`config.mk`:
```
export PLATFORM = sky130hd
export DESIGN_NAME = reset_clock_mode_select
export DESIGN_NICKNAME = d
export VERILOG_FILES = /design/src/rcms_pkg.sv /design/src/delay_counter.sv /design/src/reset_clock_mode_select.sv
export VERILOG_INCLUDE_DIRS = /design/src /design/src/src
export SDC_FILE = /design/constraint.sdc
export NUM_CORES = 1
export LEC_CHECK = 0
export BUFFER_PORTS_ARGS = -buffer_cell sky130_fd_sc_hd__buf_2
export CORE_ASPECT_RATIO = 2
export CORE_MARGIN = 5
export CORE_UTILIZATION = 52
export DETAILED_ROUTE_END_ITERATION = 8
export PLACE_DENSITY_LB_ADDON = 0.15
export SYNTH_ARGS = -nofsm -noshare
export SYNTH_HDL_FRONTEND = slang
export SYNTH_HIERARCHICAL = 1
export SYNTH_SLANG_ARGS = --single-unit
```
`constraint.sdc`:
```
create_clock -name sys_clk -period 2.8 [get_ports sys_clk]
set_input_delay 0.14 -clock sys_clk [delete_from_list [all_inputs] [get_ports sys_clk]]
set_output_delay 0.14 -clock sys_clk [all_outputs]
set_load 0.005 [all_outputs]
```
`src/rcms_defines.svh`:
```
// Timing constants and fixed encodings for the reset and clock mode selector
`ifndef RCMS_DEFINES_SVH
`define RCMS_DEFINES_SVH
`define CLK_PERIOD_NS 50
`define POR_DELAY_US 2000
`define POR_DELAY_CYC ((`POR_DELAY_US * 1000 + `CLK_PERIOD_NS - 1) / `CLK_PERIOD_NS)
`define EXT_CLK_LOW_US 1000
`define EXT_CLK_LOW_CYC ((`EXT_CLK_LOW_US * 1000 + `CLK_PERIOD_NS - 1) / `CLK_PERIOD_NS)
`define MODE_RESET_VAL 3'h0
`endif

```
`src/rcms_pkg.sv`:
```
// Types for the reset and clock mode selector
package rcms_pkg;
  typedef enum logic [2:0] {
    MODE_NORMAL_RC = 3'b000,
    MODE_NORMAL_EXT = 3'b001,
    MODE_EMULATION = 3'b010,
    MODE_FREQ_MEAS = 3'b011,
    MODE_SCAN_TEST = 3'b100
  } op_mode_t;
  typedef enum logic [1:0] {
    ST_POR = 2'b00,
    ST_WAIT_PIN = 2'b01,
    ST_RUN = 2'b10
  } seq_state_t;
endpackage

```
`src/delay_counter.sv`:
```
// Clearable up counter that flags when a delay has elapsed
`timescale 1ns/1ps
module delay_counter #(
  parameter int unsigned COUNT = 16
) (
  // Clock and reset
  input wire logic sys_clk,
  input wire logic rst_n,
  // Control
  input wire logic restart,
  input wire logic run,
  // Status
  output logic done
);
  localparam int W = $clog2(COUNT + 1);
  logic [W-1:0] cnt_q;

  always_ff @(posedge sys_clk or negedge rst_n) begin
    if (!rst_n) begin
      cnt_q <= '0;
    end else if (restart) begin
      cnt_q <= '0;
    end else if (run && cnt_q != W'(COUNT)) begin
      cnt_q <= cnt_q + W'(1);
    end
  end

  assign done = (cnt_q == W'(COUNT));
endmodule // delay_counter

```
`src/reset_clock_mode_select.sv`:
```
// Power-on reset sequencing and operating mode and clock source selection
`timescale 1ns/1ps
`include "rcms_defines.svh"
module reset_clock_mode_select #(
  parameter int unsigned POR_CYCLES = `POR_DELAY_CYC,
  parameter int unsigned EXT_LOW_CYCLES = `EXT_CLK_LOW_CYC
) (
  // Clock and reset
  input wire logic sys_clk,
  input wire logic rst_n,
  // Board pins
  input wire logic ext_reset_n,
  input wire logic test_select_a,
  input wire logic test_select_b,
  input wire logic clock_test_pin,
  // Core side
  input wire logic sys_clk_level,
  input wire logic core_active,
  input wire logic sleep_req,
  // Outputs
  output logic core_reset_n,
  output logic [2:0] op_mode,
  output logic use_ext_clock,
  output logic scan_clock_en,
  output logic clock_test_out,
  output logic clock_test_oe,
  output logic sleep_allowed
);
  rcms_pkg::seq_state_t state_q;
  rcms_pkg::op_mode_t mode_q;
  logic por_done;
  logic ext_low_done;
  logic [15:0] age_q;

  function automatic rcms_pkg::op_mode_t decode_mode(input logic a, input logic b,
                                                      input logic low_held);
    if (!a && !b) begin
      decode_mode = rcms_pkg::MODE_SCAN_TEST;
    end else if (!a) begin
      decode_mode = rcms_pkg::MODE_FREQ_MEAS;
    end else if (!b) begin
      decode_mode = rcms_pkg::MODE_EMULATION;
    end else if (low_held) begin
      decode_mode = rcms_pkg::MODE_NORMAL_EXT;
    end else begin
      decode_mode = rcms_pkg::MODE_NORMAL_RC;
    end
  endfunction

  // Both external clock modes run from clock_test_pin; sleep is blocked in them
  function automatic logic ext_clocked(input rcms_pkg::op_mode_t m);
    ext_clocked = (m == rcms_pkg::MODE_NORMAL_EXT) || (m == rcms_pkg::MODE_EMULATION);
  endfunction

  // Power-on delay, counted from the first oscillator edge
  delay_counter #(.COUNT(POR_CYCLES)) u_por (
    .sys_clk(sys_clk),
    .rst_n(rst_n),
    .restart(1'b0),
    .run(1'b1),
    .done(por_done)
  );

  // Clock/test pin low window while the core is held in reset, before release
  delay_counter #(.COUNT(EXT_LOW_CYCLES)) u_extlow (
    .sys_clk(sys_clk),
    .rst_n(rst_n),
    .restart(state_q == rcms_pkg::ST_RUN || clock_test_pin),
    .run(state_q != rcms_pkg::ST_RUN),
    .done(ext_low_done)
  );

  // Reset sequencer
  always_ff @(posedge sys_clk or negedge rst_n) begin
    if (!rst_n) begin
      state_q <= rcms_pkg::ST_POR;
    end else begin
      case (state_q)
        rcms_pkg::ST_POR: begin
          if (por_done) begin
            state_q <= rcms_pkg::ST_WAIT_PIN;
          end
        end
        rcms_pkg::ST_WAIT_PIN: begin
          if (ext_reset_n) begin
            state_q <= rcms_pkg::ST_RUN;
          end
        end
        rcms_pkg::ST_RUN: begin
          if (!ext_reset_n) begin
            state_q <= rcms_pkg::ST_WAIT_PIN;
          end
        end
        default: begin
          state_q <= rcms_pkg::ST_POR;
        end
      endcase
    end
  end

  // Cycles since power-on, saturating; only the delay check reads it
  always_ff @(posedge sys_clk or negedge rst_n) begin
    if (!rst_n) begin
      age_q <= 16'h0000;
    end else if (age_q != 16'hffff) begin
      age_q <= age_q + 16'h0001;
    end
  end

  // Mode latch, updated only while held in reset
  always_ff @(posedge sys_clk or negedge rst_n) begin
    if (!rst_n) begin
      mode_q <= rcms_pkg::op_mode_t'(`MODE_RESET_VAL);
    end else if (state_q != rcms_pkg::ST_RUN) begin
      mode_q <= decode_mode(test_select_a, test_select_b, ext_low_done);
    end
  end

  // Registered outputs
  always_ff @(posedge sys_clk or negedge rst_n) begin
    if (!rst_n) begin
      core_reset_n <= 1'b0;
      op_mode <= `MODE_RESET_VAL;
      use_ext_clock <= 1'b0;
      scan_clock_en <= 1'b0;
      clock_test_out <= 1'b0;
      clock_test_oe <= 1'b0;
      sleep_allowed <= 1'b0;
    end else begin
      core_reset_n <= (state_q == rcms_pkg::ST_RUN) && ext_reset_n;
      op_mode <= mode_q;
      use_ext_clock <= ext_clocked(mode_q);
      scan_clock_en <= (mode_q == rcms_pkg::MODE_SCAN_TEST);
      clock_test_oe <= (mode_q == rcms_pkg::MODE_FREQ_MEAS) && core_active;
      clock_test_out <= (mode_q == rcms_pkg::MODE_FREQ_MEAS) && core_active && sys_clk_level;
      sleep_allowed <= sleep_req && !ext_clocked(mode_q);
    end
  end
endmodule // reset_clock_mode_select

```
==> results of run 1 <==
[cell families (layout without fill, tap and decap cells)]
logic type / after synthesis / count (layout) / share of synthesized area, %
xor+xnor: 20 / 20 / 7.76
buf+inv: 16 / 37 / 3.49
other cells: 2 / 4 / 0.333
fa+ha+maj: 5 / 5 / 2.77
simple gates: 99 / 99 / 26.0
flops: 45 / 45 / 49.9
mux: 5 / 5 / 2.72
compound gates: 24 / 24 / 6.99
[placed cells by master (no fill, tap or decap), types with 2 or more instances in the layout]
cell type / count
a21oi_1: 9
and2_1: 2
and3_1: 2
and3b_1: 2
and4_1: 6
buf_2: 17
buf_4: 2
clkbuf_8: 5
conb_1: 4
dfrtp_1: 45
ha_1: 5
inv_1: 10
mux2_4: 2
mux2i_1: 2
nand2_1: 9
nand2b_1: 3
nand3_1: 9
nand4_1: 10
nor2_1: 24
nor2b_1: 4
nor3_1: 2
nor4_1: 4
o21ai_0: 7
o21ai_1: 3
or3_1: 8
or4_1: 4
or4b_4: 2
xnor2_1: 7
xor2_1: 13
[sequential cells by signal, indices dropped and copies added, names as in the netlist]
register,flops
clock_test_oe,1
u_extlow/cnt_q,15
op_mode,3
clock_test_out,1
core_reset_n,1
sleep_allowed,1
state_q,2
mode_q,3
use_ext_clock,1
u_por/cnt_q,16
scan_clock_en,1
[power groups by stage]
stage	clock network [mW]	registers [mW]	logic, mW
after global routing	0.455	0.775	0.302
final	0.406	0.763	0.264
after floorplan	0	0.769	0.187
after detailed placement	0	0.777	0.267
after CTS	0.424	0.764	0.268
after global placement	0	0.774	0.258
[per-layer routing]
| metal | vias up | routed length (um) | GRT usage (%) |
|---|---|---|---|
| met5 | - | 0 | 0 |
| met1 | 784 | 1590 | 16.2 |
| met4 | 0 | 112 | 8.96 |
| li1 | 807 | - | - |
| met3 | 11 | 89 | 3.38 |
| met2 | 27 | 2530 | 33.0 |
[per-stage QoR]
stage | total power, mW | util (%) | area, um2
floorplan | 0.955 | - | 2260
global placement | 1.03 | 55.6 | 2390
detailed placement | 1.04 | 55.6 | 2390
CTS | 1.46 | 57.7 | 2480
global route | 1.53 | 57.7 | 2480
finish | 1.43 | 57.7 | 2480
[final timing paths]
kind	start	end	slack, ns	cells after the start
max in group asynchronous	rst_n	u_por/cnt_q[2]	2.19	1
min reg2reg	mode_q[0]	op_mode[0]	0.48	0
min in group sys_clk	sys_clk_level	clock_test_out	0.05	2
min	rst_n	clock_test_out	-0.005	1
max	u_por/cnt_q[0]	u_por/cnt_q[12]	0.56	6
max reg2reg	u_por/cnt_q[0]	u_por/cnt_q[12]	0.56	6
[cell type report]
class / instances / area, um2
inverters: 10 / 37.5
multi-input cells: 157 / 1060
repair buffers: 19 / 100
clock buffers: 5 / 68.8
flip-flops and latches: 45 / 1130
clock inverters: 3 / 21.3
well taps: 54 / 67.6
fillers: 405 / 1820
==> run metrics, run 1 <==
n_diodes 0; CTS sink count between 40 and 50; #FFs+latches synth 45; crit path max fanout 7; port buffer count 17; Clock Latency Late Sink a little under 0.3 ns; H-tree Lvls 2; core area ~4300 um2; Finish-stage setup viols 0; vias in the first global route approximately 1700; Remaining DRCs 0; Layout Cells excl Fill between 200 and 300; Syn Std Cell Area between 2000 and 2500 um2; Post-synth EDFFs 0; worst setup margin 0.557 ns; CP top delay family simple AND/OR/NAND/NOR gates; maximum root-to-sink buffer count 2; Mapped Cells roughly 220; Setup crit end kind register; slowest CP cell or4b_1; die span in y slightly above 100 um; Hold Crit Class primary input to async pin; Post-synth top cells dfrtp_1, nor2_1, xor2_1, inv_1, nand4_1; Max VDD drop approximately 550 uV; clk root buf clkbuf_8; First-pass DRT Iterations 4; Layout Skew 0.00713 ns; Cells after DPL approximately 290; WL final between 4000 and 5000 um; Wirelength per Cell 14.8 um; share of layout cells above drive strength 1 approximately 15%; vias post-DR around 1600; # IOs 18; crit-path cells inv_1 > ha_1 > or4b_1 > o41ai_4 > or4_1 > mux2_1; largest net degree at the start of global routing between 40 and 50; leakage power between 1 and 1.5 nW; Synth top area share 49.9%; sequential cell fraction of total power about 53%; f_max about 450 MHz; Primary FF master, synth dfrtp_1; setup TNS 0 ns; Synth area leader dfrtp_1; Starting Density between 50% and 60%; Max-slew headroom 34.8%; Die W 56.6 um; TritonCTS clock tree yes; antenna-violating nets left 0; die area 5840 um2; DP Wirelength roughly 3100 um; Via-to-Cell Ratio about 5.6; CP max stage delay just under 0.5 ns; Reg clk slew, reported paths roughly 0.090 ns; total track usage between 10% and 20%; Initial DRC Count 37; post-CTS setup buffers 0; most frequent cell after synthesis dfrtp_1; Post-CTS Resized 0; share of the yosys chip area belonging to registers roughly half; Routability Congestion around 0.80; Yosys Warn Count 6; P&R area growth vs syn 9.93%; switching share of total power between 20% and 30%; startpoint types register; Synth cell types 44; Rows 34; Max-cap violations 0; worst slack, placed 0.551 ns; FFs w/ async S/R, synth 100%; hold-fix buffer count after cts 0; antenna violations before repair 0; Worst-Margin Slew 0.978 ns; outcome finished with violations; CP bufs+invs 1; total grt overflow 0; crit share post-route around four fifths; Int Power between 1 and 1.5 mW; fin crit period approximately 2.2 ns; Clock power frac approximately 28%; Slew Viols, Final 0; top cells by area, synth dfrtp_1, xor2_1, nor2_1; arrival time worst endpoint between 2 and 2.5 ns; CP required 2.98 ns; Final #Nets between 200 and 300; final hold violation count 4; NetSw ~420 uW; combinational fraction of design power 18.4%; RSZ-0062 raised after global routing no; CP Class register to register; Hold Worst Slack -0.00523 ns; number of buffers created by CTS 5; first-pass GRT wire length between 7000 and 8000 um; Syn Area/Cell 10.4 um2; Pwr Density 578 nW/um2; failing checks negative hold slack
Power figures use the tool's default switching activity.
==> run 2: changes to the inputs <==
clock period = 1.9 ns   (was 2.8 ns; I/O delays follow)
==> run 2 against run 1 <==
  * The run ends with negative setup slack left
  * Die area unchanged
  * Setup slack lost 0.57 ns
  * Via count grew 6.0%
  * Clock skew shrank 0.00078 ns
  * Sequential share of layout area decreased by 4.7 points
  * Clock power up 84%
  * Critical path type unchanged
  * Sequential power is 47% higher
  * Non-clock buffer count increased by 25
  * Flip-flop and latch count did not move
  * Hold slack improved by 0.017 ns
  * Critical endpoint unchanged
  * Largest power group unchanged
  * Critical path depth down 2
  * Design area up 12%
==> run metrics, run 2 (synthesized netlist as in run 1, its figures left out) <==
Layout Skew ~0.0064 ns; Routability Congestion 0.794; Starting Density between 50% and 60%; hold depth 2; setup TNS -0.0128 ns; vias post-DR approximately 1700; largest register by flop count u_por/cnt_q; crit share post-route 101%; P&R area growth vs syn 22.7%; Max-cap violations 0; r2r setup slk -0.01 ns; Largest regs u_por/cnt_q x16, u_extlow/cnt_q x15; Critical R2R Launch u_por/cnt_q[7]; Clock Latency Late Sink roughly 0.30 ns; Die W approximately 57 um; max reg flops 16; arrival time worst endpoint 2.10 ns; First-pass DRT Iterations 4; number of buffers created by CTS 5; fin crit period 1.91 ns; CP top delay family simple AND/OR/NAND/NOR gates; DP Wirelength between 3000 and 4000 um; Reg clk slew, reported paths approximately 0.090 ns; TritonCTS clock tree yes; crit path max fanout 2; clk root buf clkbuf_8; core area about 4300 um2; n_diodes 0; port buffer count 17; Worst R2R End u_por/cnt_q[12]; outcome finished with violations; # IOs 18; final hold violation count 0; Rows 34; Remaining DRCs 0; die area ~6000 um2; crit-path cells or4b_4 > o41ai_4 > or4_4 > mux2_4; r2r worst-path depth 4; CP required 2.09 ns; share of layout cells above drive strength 1 approximately 27%; CP max stage delay around 0.56 ns; total grt overflow 0; slowest CP cell or4b_4; worst setup margin -0.0128 ns; Cells after DPL around 300; Slew Viols, Final 0; worst slack, placed -0.115 ns; hold path startpoint sys_clk_level; antenna violations before repair 0; leakage power between 1 and 1.5 nW; Final #Nets ~280; Wirelength per Cell about 16 um; Finish-stage setup viols 1; startpoint types register; first-pass GRT wire length 8590 um; most common cell after layout, fill and taps aside dfrtp_1; f_max ~520 MHz; Setup crit end kind register; Hold Crit Class primary input to register; CTS sink count 45; CP bufs+invs 0; CP Class register to register; Layout Utilization 64.4%; commonest non-fill, non-tap cells in the layout dfrtp_1, buf_4, nor2_1, buf_2, xor2_1; maximum root-to-sink buffer count 2; WL final about 4900 um; RSZ-0062 raised after global routing yes; worst setup path startpoint u_por/cnt_q[7]; vias in the first global route about 1900; Via-to-Cell Ratio between 5 and 6; Critical Path Stages 4; total track usage about a fifth; worst hold path endpoint clock_test_out; antenna-violating nets left 0; die span in y 103 um; Initial DRC Count 33; H-tree Lvls 2; Layout Cells excl Fill ~320; largest net degree at the start of global routing 21; Max VDD drop just under 700 uV; failing checks negative setup slack; Pwr Density around 830 nW/um2
run 2: where the power goes:
part / internal (mW) / total, mW / switching (mW)
sequential: 1.05 / 1.12 / 0.0727
combinational: 0.210 / 0.433 / 0.224
clock: 0.403 / 0.747 / 0.344
run 2: layout make-up:
type	count	area, um2
tap	54	67.6
multi-input combinational	157	1130
clock inverter	3	50.0
sequential	45	1130
clock buffer	5	68.8
inverter	10	37.5
fill	384	1530
timing repair buffer	44	293
run 2: metal layers:
metal | wire length, um | up-vias | share of wire [%] | GRT usage (%)
li1 | - | 853 | - | -
met1 | 1730 | 825 | 35 | 18.4
met2 | 2880 | 30 | 58 | 37.7
met3 | 107 | 19 | 2.2 | 3.38
met4 | 210 | 0 | 4.3 | 11.2
met5 | 0 | - | 0 | 0
run 2: repair_timing:
| action | in CTS | in global routing |
|---|---|---|
| setup endpoints to repair | 2 | 6 |
| pin swaps | 1 | 6 |
| hold buffers | 2 | 0 |
| resized for setup | 4 | 12 |
| hold endpoints to repair | 19 | 0 |
| buffers inserted | 0 | 3 |
run 2: worst max path at each step:
stage                      endpoint  slack [ns]
floorplan           u_por/cnt_q[12]       -0.12
global placement         state_q[0]       -0.07
detailed placement       state_q[0]       -0.11
CTS                      state_q[0]       -0.05
global route        u_por/cnt_q[12]       -0.09
finish              u_por/cnt_q[12]       -0.01
run 2: through the flow:
stage	instance area [um2]	power, mW	hold WS [ns]
final	2770	2.30	0.0114
after floorplan	2270	1.41	-0.201
after global placement	2540	1.55	0.0622
after global routing	2770	2.45	0.0222
after detailed placement	2540	1.56	0.0757
after CTS	2710	2.32	0.00698
